### src/tfhvf_pkg.sv
/*
  Shared constants, types and the timing-word coder for the field, vertical
  and horizontal flag path between a video timing source and the transmitter.
  Assumes a 10-bit word stream at one word per clock.
*/
package tfhvf_pkg;

  localparam logic [9:0]  TRS_ONES      = 10'h3FF;
  localparam logic [9:0]  TRS_ZERO      = 10'h000;
  localparam int          XYZ_F_BIT     = 8;
  localparam int          XYZ_V_BIT     = 7;
  localparam int          XYZ_H_BIT     = 6;
  localparam logic        HCONFIG_RESET = 1'b0;
  localparam logic [9:0]  WORD_RESET    = 10'h000;
  localparam logic [9:0]  BLANK_CHROMA  = 10'h200;
  localparam logic [9:0]  BLANK_LUMA    = 10'h040;

  // Source raster, 10-bit multiplexed standard definition
  localparam logic [10:0] LINE_WORDS    = 11'h6B4;
  localparam logic [10:0] EAV_START     = 11'h5A0;
  localparam logic [10:0] SAV_START     = 11'h6B0;
  localparam logic [10:0] TRS_LEN       = 11'h004;
  localparam logic [9:0]  FRAME_LINES   = 10'h20D;
  localparam logic [9:0]  FIRST_LINE    = 10'h001;
  localparam logic [9:0]  FIELD2_FIRST  = 10'h10A;
  localparam logic [9:0]  V1_LAST       = 10'h013;
  localparam logic [9:0]  V2_FIRST      = 10'h108;
  localparam logic [9:0]  V2_LAST       = 10'h11A;

  typedef enum logic [1:0] {
    TRS_IDLE,
    TRS_SEEN_ONES,
    TRS_SEEN_ZERO1,
    TRS_SEEN_ZERO2
  } tfhvf_trs_type;

  // Fourth timing word with its protection bits
  function automatic logic [9:0] tfhvf_xyz(input logic f, input logic v, input logic h);
    tfhvf_xyz = {1'b1, f, v, h, v ^ h, f ^ h, f ^ v, f ^ v ^ h, 2'b00};
  endfunction : tfhvf_xyz

endpackage : tfhvf_pkg

### src/tfhvf_if.sv
/*
  Carrier for the timing flags and the video word they describe.
  Assumes both ends share one clock; the source drives, the device samples.
*/
`timescale 1ns/1ps
interface tfhvf_if;
  logic       fieldId;
  logic       vertBlank;
  logic       horzBlank;
  logic [9:0] videoWord;
  logic       videoValid;

  modport source (
    output fieldId,
    output vertBlank,
    output horzBlank,
    output videoWord,
    output videoValid
  );

  modport device (
    input fieldId,
    input vertBlank,
    input horzBlank,
    input videoWord,
    input videoValid
  );
endinterface : tfhvf_if

### src/tfhvf_device.sv
/*
  Transmitter end: finds timing words in the incoming stream and, under
  external timing with processing on, rewrites their F, V and H bits and
  protection bits from the flag inputs. Also keeps the flywheel flags and
  the horizontal timing convention bit of the processing-disable register.
  Assumes flags and words arrive together on the rising clock edge.
*/
`timescale 1ns/1ps

// Overview of operation
// - Field input sets outgoing F bit
// - Source holds field high in second field
// - Field input ignored under embedded timing
// - Vertical input sets outgoing V bit
// - Source holds vertical high over blanking
// - Vertical input ignored under embedded timing
// - Horizontal input sets outgoing H bit
// - Config bit selects horizontal input convention
// - Convention 0 default, spans both timing words
// - Convention 1 follows received H bit
// - Flywheel follows external or embedded timing
module tfhvf_device
  import tfhvf_pkg::*;
(
  input  wire logic  clock,
  input  wire logic  rst,
  tfhvf_if.device    tim,
  input  wire logic  embeddedTimingSelect,
  input  wire logic  ioProcessingEnable,
  input  wire logic  cfgWrite,
  input  wire logic  cfgHConfig,
  output logic       hConfig,
  output logic [9:0] videoOut,
  output logic       videoOutValid,
  output logic       trsRewritten,
  output logic       flywheelField,
  output logic       flywheelVert,
  output logic       flywheelHorz
);

  tfhvf_trs_type trsState_q;
  tfhvf_trs_type trsState_d;
  logic          processingDisableReg_q;
  logic          sawEav_q;
  logic          sawEav_d;
  logic [9:0]    videoOut_q;
  logic [9:0]    videoOut_d;
  logic          videoOutValid_q;
  logic          trsRewritten_q;
  logic          flyField_q;
  logic          flyField_d;
  logic          flyVert_q;
  logic          flyVert_d;
  logic          flyHorz_q;
  logic          flyHorz_d;

  wire [9:0]     wordIn       = tim.videoWord;
  wire           wordValid    = tim.videoValid;
  wire           wordOnes     = (wordIn == TRS_ONES);
  wire           wordZero     = (wordIn == TRS_ZERO);
  wire           isXyz        = wordValid && (trsState_q == TRS_SEEN_ZERO2);
  wire           externalMode = !embeddedTimingSelect;
  // Flag inputs only reach the words in external mode with processing on
  wire           rewriteOn    = externalMode && ioProcessingEnable;
  wire           fieldBit     = tim.fieldId;
  wire           vertBit      = tim.vertBlank;
  // Convention 0: input covers the start word too, so only the first timing word
  // of the blanking run may carry H; convention 1 takes the input as it is
  wire           horzBit      = processingDisableReg_q ? tim.horzBlank
                                                       : (tim.horzBlank && !sawEav_q);
  wire [9:0]     newXyz       = tfhvf_xyz(fieldBit, vertBit, horzBit);
  wire           doRewrite    = isXyz && rewriteOn;

  // Preamble tracking; a run of ones restarts the search
  always_comb begin
    trsState_d = trsState_q;
    if (wordValid) begin
      case (trsState_q)
        TRS_IDLE: begin
          trsState_d = wordOnes ? TRS_SEEN_ONES : TRS_IDLE;
        end
        TRS_SEEN_ONES: begin
          if (wordZero) begin
            trsState_d = TRS_SEEN_ZERO1;
          end else begin
            trsState_d = wordOnes ? TRS_SEEN_ONES : TRS_IDLE;
          end
        end
        TRS_SEEN_ZERO1: begin
          if (wordZero) begin
            trsState_d = TRS_SEEN_ZERO2;
          end else begin
            trsState_d = wordOnes ? TRS_SEEN_ONES : TRS_IDLE;
          end
        end
        TRS_SEEN_ZERO2: begin
          trsState_d = wordOnes ? TRS_SEEN_ONES : TRS_IDLE;
        end
        default: begin
          trsState_d = TRS_IDLE;
        end
      endcase
    end
  end

  // Marks the first timing word inside a horizontal blanking run
  always_comb begin
    sawEav_d = sawEav_q;
    if (wordValid) begin
      if (!tim.horzBlank) begin
        sawEav_d = 1'b0;
      end else if (isXyz) begin
        sawEav_d = 1'b1;
      end
    end
  end

  assign videoOut_d = doRewrite ? newXyz : wordIn;

  // Flywheel flags: external inputs every word, or embedded bits at each timing word
  always_comb begin
    flyField_d = flyField_q;
    flyVert_d  = flyVert_q;
    flyHorz_d  = flyHorz_q;
    if (wordValid) begin
      if (externalMode) begin
        flyField_d = tim.fieldId;
        flyVert_d  = tim.vertBlank;
        flyHorz_d  = tim.horzBlank;
      end else if (isXyz) begin
        flyField_d = wordIn[XYZ_F_BIT];
        flyVert_d  = wordIn[XYZ_V_BIT];
        flyHorz_d  = wordIn[XYZ_H_BIT];
      end
    end
  end

  // Horizontal convention bit, default 0 after reset
  always_ff @(posedge clock or posedge rst) begin
    if (rst) begin
      processingDisableReg_q <= HCONFIG_RESET;
    end else if (cfgWrite) begin
      processingDisableReg_q <= cfgHConfig;
    end
  end

  always_ff @(posedge clock or posedge rst) begin
    if (rst) begin
      trsState_q <= TRS_IDLE;
      sawEav_q   <= 1'b0;
    end else begin
      trsState_q <= trsState_d;
      sawEav_q   <= sawEav_d;
    end
  end

  // One word of latency; words pass through untouched otherwise
  always_ff @(posedge clock or posedge rst) begin
    if (rst) begin
      videoOut_q      <= WORD_RESET;
      videoOutValid_q <= 1'b0;
      trsRewritten_q  <= 1'b0;
    end else begin
      videoOutValid_q <= wordValid;
      trsRewritten_q  <= doRewrite;
      if (wordValid) begin
        videoOut_q <= videoOut_d;
      end
    end
  end

  always_ff @(posedge clock or posedge rst) begin
    if (rst) begin
      flyField_q <= 1'b0;
      flyVert_q  <= 1'b0;
      flyHorz_q  <= 1'b0;
    end else begin
      flyField_q <= flyField_d;
      flyVert_q  <= flyVert_d;
      flyHorz_q  <= flyHorz_d;
    end
  end

  assign hConfig       = processingDisableReg_q;
  assign videoOut      = videoOut_q;
  assign videoOutValid = videoOutValid_q;
  assign trsRewritten  = trsRewritten_q;
  assign flywheelField = flyField_q;
  assign flywheelVert  = flyVert_q;
  assign flywheelHorz  = flyHorz_q;

endmodule : tfhvf_device

### src/flat_wrapper.sv
// flat-port wrapper written by rule: the top's interface ports become plain ports
module tfhvf_device_flat import tfhvf_pkg::*;
  (clock, rst, embeddedTimingSelect, ioProcessingEnable, cfgWrite, cfgHConfig, hConfig, videoOut, videoOutValid, trsRewritten, flywheelField, flywheelVert, flywheelHorz, tim_fieldId, tim_vertBlank, tim_horzBlank, tim_videoWord, tim_videoValid);
  tfhvf_if tim_i ();
  input  wire logic clock;
  input  wire logic rst;
  input  wire logic embeddedTimingSelect;
  input  wire logic ioProcessingEnable;
  input  wire logic cfgWrite;
  input  wire logic cfgHConfig;
  output logic hConfig;
  output logic [9:0] videoOut;
  output logic videoOutValid;
  output logic trsRewritten;
  output logic flywheelField;
  output logic flywheelVert;
  output logic flywheelHorz;
  input wire logic [$bits(tim_i.fieldId)-1:0] tim_fieldId;
  input wire logic [$bits(tim_i.vertBlank)-1:0] tim_vertBlank;
  input wire logic [$bits(tim_i.horzBlank)-1:0] tim_horzBlank;
  input wire logic [$bits(tim_i.videoWord)-1:0] tim_videoWord;
  input wire logic [$bits(tim_i.videoValid)-1:0] tim_videoValid;
  assign tim_i.fieldId = tim_fieldId;
  assign tim_i.vertBlank = tim_vertBlank;
  assign tim_i.horzBlank = tim_horzBlank;
  assign tim_i.videoWord = tim_videoWord;
  assign tim_i.videoValid = tim_videoValid;
  tfhvf_device u_core (.clock(clock), .rst(rst), .tim(tim_i), .embeddedTimingSelect(embeddedTimingSelect), .ioProcessingEnable(ioProcessingEnable), .cfgWrite(cfgWrite), .cfgHConfig(cfgHConfig), .hConfig(hConfig), .videoOut(videoOut), .videoOutValid(videoOutValid), .trsRewritten(trsRewritten), .flywheelField(flywheelField), .flywheelVert(flywheelVert), .flywheelHorz(flywheelHorz));
endmodule
### config.mk
export PLATFORM = sky130hd
export DESIGN_NAME = tfhvf_device_flat
export DESIGN_NICKNAME = d
export VERILOG_FILES = /design/src/tfhvf_pkg.sv /design/src/tfhvf_if.sv /design/src/tfhvf_device.sv /design/src/flat_wrapper.sv
export SDC_FILE = /design/constraint.sdc
export NUM_CORES = 1
export LEC_CHECK = 0
export ABC_AREA = 1
export BUFFER_PORTS_ARGS = -buffer_cell sky130_fd_sc_hd__buf_4
export CAP_MARGIN = 5
export CORE_MARGIN = 4
export CORE_UTILIZATION = 51
export DETAILED_ROUTE_END_ITERATION = 8
export PLACE_DENSITY = 0.82
export SLEW_MARGIN = 20
export SYNTH_ARGS = -nofsm -noshare
export SYNTH_HDL_FRONTEND = slang
export SYNTH_SLANG_ARGS = --single-unit
### constraint.sdc
create_clock -name clock -period 3.2 [get_ports clock]
set_input_delay 0.32 -clock clock [delete_from_list [all_inputs] [get_ports clock]]
set_output_delay 0.32 -clock clock [all_outputs]
set_load 0.02 [all_outputs]
* Yosys cells after proc, flatten, opt, wreduce, memory -nomap -nowiden
Index checks and enable logic that the tools add are counted.
** Word-level totals
- Bits in registers :: 19
- Output and inout bits :: 16
** Operators by class
- Equality and inequality tests :: 6
- Multiplexer cells :: 14
- Bitwise gates (word level) :: 4
- Reduce and logical (&&, ||, !) cells :: 11
** Operator list (number)
- 10-bit equality test, second input constant :: 1
- 10-bit zero test :: 1
- 1-bit 2-to-1 mux :: 10
- 10-bit 2-to-1 mux :: 1
- 2-bit case mux with 3 select lines :: 1
- 2-bit equality test, second input constant :: 2
- 1-bit logical AND :: 4
- 2-bit 2-to-1 mux :: 2
- 2-bit by 1-bit inequality test with 1-bit output, second input constant :: 2
- 2-bit AND reduction :: 2
- 1-bit bitwise XOR :: 4
- 2-bit by 1-bit equality test with 1-bit output, second input constant :: 1
- 1-bit zero test :: 2
- 2-bit zero test :: 1
- 2-bit OR reduction :: 1

* Longest topological paths before layout
- Depth after elaboration :: 5
- Depth in mapped cells :: 8
- Depth with buffers taken out :: 8

* Worst setup path before layout
OpenSTA, ideal clock, no wires.
- Kind :: register to register
- Start point :: register u_core.trsState_q[0]
- End point :: register u_core.trsState_q[0]
- Arrival time :: 1.113 ns
- Required time :: 3.084 ns
- Slack :: 1.971 ns
- Stages on the path, launching flop included :: 8
- Clock period less this slack :: 1.229 ns
- Cells stage by stage :: dfrtp_1 -> inv_1 -> ha_1 -> or2_2 -> nor2_1 -> nor2_1 -> nand2_1 -> nand2_1
** On the way
- Longest elaborated chain between the ends :: 3
- Elaborated cells on any way between the ends :: 6
- Those cells by class :: eq/ne: 3; mux: 1; reduce/logical: 2
** Ends and longest elaborated chain
- start: declaration :: RTL line tfhvf_device.sv:41 : tfhvf_trs_type trsState_q;
- start signal: assignment :: RTL line tfhvf_device.sv:152 : trsState_q <= trsState_d;
- 2-bit equality test / 2-bit zero test (equally long branches) :: RTL line tfhvf_device.sv:78 : case (trsState_q)
- 2-bit OR reduction (no source line)
- 2-bit case mux with 3 select lines (*) :: RTL line tfhvf_device.sv:78
Mark *: on every way between the ends. The rest lies on a longest branch, timed or not.
A chain may end at the register's enable or synchronous reset.

* Worst setup path in the final report
- Start point :: register u_core.trsState_q[0]
- End point :: register u_core.videoOut_q[2] (netlist: u_core.videoOut[2])
** On the way
- Longest elaborated chain between the ends :: 4
** Ends and longest elaborated chain
- 2-bit equality test :: RTL line tfhvf_device.sv:61 : wire isXyz = wordValid && (trsState_q == TRS_SEEN_ZERO2);
- 1-bit logical AND :: RTL line tfhvf_device.sv:61
- 1-bit logical AND :: RTL line tfhvf_device.sv:72 : wire doRewrite = isXyz && rewriteOn;
- net u_core.doRewrite :: RTL line tfhvf_device.sv:72
- 10-bit 2-to-1 mux :: RTL line tfhvf_device.sv:118 : assign videoOut_d = doRewrite ? newXyz : wordIn;
- end signal: assignment :: RTL line tfhvf_device.sv:167 : videoOut_q <= videoOut_d;
- end: declaration :: RTL line tfhvf_device.sv:46 : logic [9:0] videoOut_q;
The timed path passes the listed nets, and every way through them passes these cells.

==> results.env <==
MAX-CAP-VIOLATIONS=0
SYNTH-WARNING-COUNT=0
MOST_COMMON_CELL_AFTER_LAYOUT_FILL_AND_TAPS_ASIDE='sky130_fd_sc_hd__nand2_1'
WORSTSKEWPAIRLATENCY_NS=0.29
TIMING.MAX_SLEW.REL_SLACK_PCT=53.2
CRIT_ARRIVAL_NS=1.71
DPL.HPWL_UM=1960
OUTCOME='finished clean'
DRC=0
PORT_BUFFERS=35
TIMING.FINAL.SETUP_VIOLATIONS=0
AREA.GROWTH.SYNTH_TO_FINAL_PCT=31.3
CTS_HOLD_FIX_BUFS=0
DIE_HEIGHT_UM=52.2
YOSYS_REGISTER_BITS=19
WIRE_LENGTH_OF_THE_FIRST_GLOBAL_ROUTING_PASS_UM=3940
GRT_PASS1_VIAS=959
SEQUENTIAL_CELL_AREA_FRACTION_IN_THE_YOSYS_REPORT_PCT=47.8
RSZ0062_AT_GRT='false'
WORST_HOLD_SLACK_NS=0.127
MOSTFREQUENTLAYOUTCELLS='sky130_fd_sc_hd__nand2_1, sky130_fd_sc_hd__buf_4, sky130_fd_sc_hd__dfrtp_1'
CTS_BUFFER_DEPTH=2
CLKTRANSATPATHREGS_NS=0.11
CORE.ROWCOUNT=15
DETAILED_PLACE.AREA_UM2=1280
TRITONCTS='yes'
HOLD_PATH.CLASS='primary input to async pin'
CORE_AREA_UM2=1780
YOSYSUNIQUECELLTYPES=24
DIE_W_UM=52.2
GLOBALROUTETOTALUTIL_PCT=19.5
TIMING.FINAL.HOLD_VIOLATIONS=0
WORST_PATH_MAX_DELAY_CELL='sky130_fd_sc_hd__dfrtp_1'
GP_CONGESTION=0.897
CRITPATHCAPTURETYPE='register'
WIRE_PER_INST_UM=12.8
VIAS=987
SYNTHTOPCELLSBYAREA='sky130_fd_sc_hd__dfrtp_1, sky130_fd_sc_hd__nand2_1, sky130_fd_sc_hd__nor2_1'
TRITONCTS.NUM_BUFFERS=3
DIE-AREA_UM2=2720
DESIGN.FINAL.NETS=189
CRITICAL_PATH_REQUIRED_NS=3.39
DESIGN.PORTCOUNT=36
TIMING.FINAL.WS_SETUP_NS=1.68
INITIAL_UTILIZATION_PCT=55.8
SLOWEST_DELAY_NS=0.42
ANTENNA_FOUND_INITIAL=0
SYNTH_TOP_CELL_AREA_SHARE_PCT=47.8
REPORT.FINAL.SLEW_VIOL_COUNT=0
STDCELL_AREA_UM2=1310
CTS_RESIZED=0
ANTENNA_LEFT=0
OVERFLOW=0
CTS-ROOT-BUF='sky130_fd_sc_hd__clkbuf_4'
SYN_INST=128
ROUTED_VIA_DENSITY=5.19
POST-PLACE-WS_NS=1.72
FINAL.SETUP.TNS_NS=0
SKEW_NS=0.00375
CTS_MAX_LEVEL=1
YOSYS.AREA.TOP_TYPE='sky130_fd_sc_hd__dfrtp_1'
LAYOUT-DRIVE-GT1-SHARE_PCT=27.9
PEAKVDDDROP_mV=0.260
DETAIL_ROUTE.WIRELENGTH_UM=2430
CLOCK_SINK_COUNT=19
LEAKAGE_nW=0.688
CP_STARTPOINT_KIND='register'
FINISH.UTILIZATION_PCT=73.3
GRT_START_MAX_NET_PINS=20
POST_CTS_BUFFERS=0
DETAILEDROUTE.FIRSTPASSITERATIONCOUNT=4
FINAL.PERIOD_UTILIZATION_PCT=47.4
SYN-MEAN-INSTANCE-AREA_UM2=7.77
CRITICAL_PATH.MOST_COMMON_CELL='sky130_fd_sc_hd__nand2_1'
WORSTPATHCELLLIST='ha_1 > nand3_2 > nor2_2 > nand2_2 > nand2_1 > nand2_1 > nand2_1 > nand2_1'
SYNTH_AREA_UM2=995
FMAXACHIEVABLE_MHz=659
FINALWORSTPATHREQUIREDPERIOD_NS=1.52
SYNTH_FP_NETS=151
POWER_PER_CELL_AREA_nW_PER_UM2=394
CRITICAL_PATH.MAX_FANOUT=6
INITIALDRTVIOLATIONCOUNT=18
WORST_SLEW_PIN_SLEW_NS=0.702
TIMING_WORST_SETUP_PATH_TYPE='register to register'
ANTENNA-DIODE-COUNT=0
-- per-layer routing --
| layer | GRT usage, % | up-vias | part of all wire (%) |
|---|---|---|---|
| met3 | 1.72 | 10 | 4.1 |
| li1 | - | 487 | - |
| met2 | 34.7 | 36 | 52 |
| met1 | 22.9 | 454 | 41 |
| met5 | 0 | - | 0 |
| met4 | 10.6 | 0 | 2.7 |
-- where the power goes --
group,switching [W],internal (W),leakage (nW)
Sequential,0.0000100,0.000258,0.233
Clock,0.0000732,0.0000485,0.0150
Combinational,0.0000702,0.0000540,0.440
-- state kept, by name (all words and copies together) (netlist names) --
name	cells
u_core.videoOut	10
u_core.trsState_q	2
u_core.flywheelField	1
u_core.flywheelHorz	1
u_core.flywheelVert	1
u_core.hConfig	1
u_core.sawEav_q	1
u_core.trsRewritten	1
u_core.videoOutValid	1
-- path summary, 6_finish.rpt --
kind | depth (start not counted) | slack (ns) | endpoint | from
max reg2reg | 8 | 1.68 | u_core.videoOut[2] | u_core.trsState_q[0]
min reg2reg | 2 | 0.49 | u_core.videoOut[2] | u_core.videoOut[2]
min in group clock | 2 | 0.22 | u_core.hConfig | cfgWrite
max | 8 | 1.68 | u_core.videoOut[2] | u_core.trsState_q[0]
max in group asynchronous | 2 | 2.63 | u_core.videoOut[7] | rst
min | 2 | 0.13 | u_core.videoOut[4] | rst
-- cell usage after synthesis --
cell type                  number
sky130_fd_sc_hd__clkbuf_1       1
sky130_fd_sc_hd__o21ai_2        1
sky130_fd_sc_hd__nand3b_1       2
sky130_fd_sc_hd__ha_1           3
sky130_fd_sc_hd__inv_2          1
sky130_fd_sc_hd__o21ai_0        6
sky130_fd_sc_hd__nor2_1        17
sky130_fd_sc_hd__inv_1          8
sky130_fd_sc_hd__nand4_1        2
sky130_fd_sc_hd__dfrtp_1       19
sky130_fd_sc_hd__nor2_2         1
sky130_fd_sc_hd__clkinv_1       1
sky130_fd_sc_hd__and2_1         1
sky130_fd_sc_hd__nand2_1       43
sky130_fd_sc_hd__nand3_1        3
sky130_fd_sc_hd__a21oi_1        6
sky130_fd_sc_hd__a31oi_1        4
sky130_fd_sc_hd__xor2_1         1
sky130_fd_sc_hd__or2_2          2
sky130_fd_sc_hd__buf_2          1
sky130_fd_sc_hd__a21boi_0       1
sky130_fd_sc_hd__o22ai_1        1
sky130_fd_sc_hd__nand3_2        2
sky130_fd_sc_hd__nand2_2        1
-- cells by family after synthesis --
kind of cell / count (synthesis) / share of synthesized area (%)
AO/OA/AOI/OAI: 19 / 10.8
XOR/XNOR: 1 / 0.881
adder cells (fa/ha/maj): 3 / 3.77
buffers and inverters: 12 / 4.65
flip-flops: 19 / 47.8
AND/OR/NAND/NOR: 74 / 32.1
-- worst max-delay path, delay by kind of cell (launching register included) --
family / cells / cell delay (ns)
adder cells (fa/ha/maj): 1 / 0.21
flip-flops: 1 / 0.42
AND/OR/NAND/NOR: 7 / 0.78
-- area by class of cell --
class                   count  area, um^2
multi-input cells          97         473
well taps                  25        31.3
inverters                  10        37.5
clock buffers               4        26.3
fillers                   157         477
repair buffers             35         263
flip-flops and latches     19         475
-- stage by stage --
| step | instances | power, W |
|---|---|---|
| final | 190 | 0.000514 |
| after global routing | 190 | 0.000536 |
| after CTS | 190 | 0.000516 |
| after detailed placement | 186 | 0.000399 |
| after global placement | 186 | 0.000395 |
| after floorplan | 128 | 0.000334 |
Note: power is estimated with default switching activity, not from simulation.
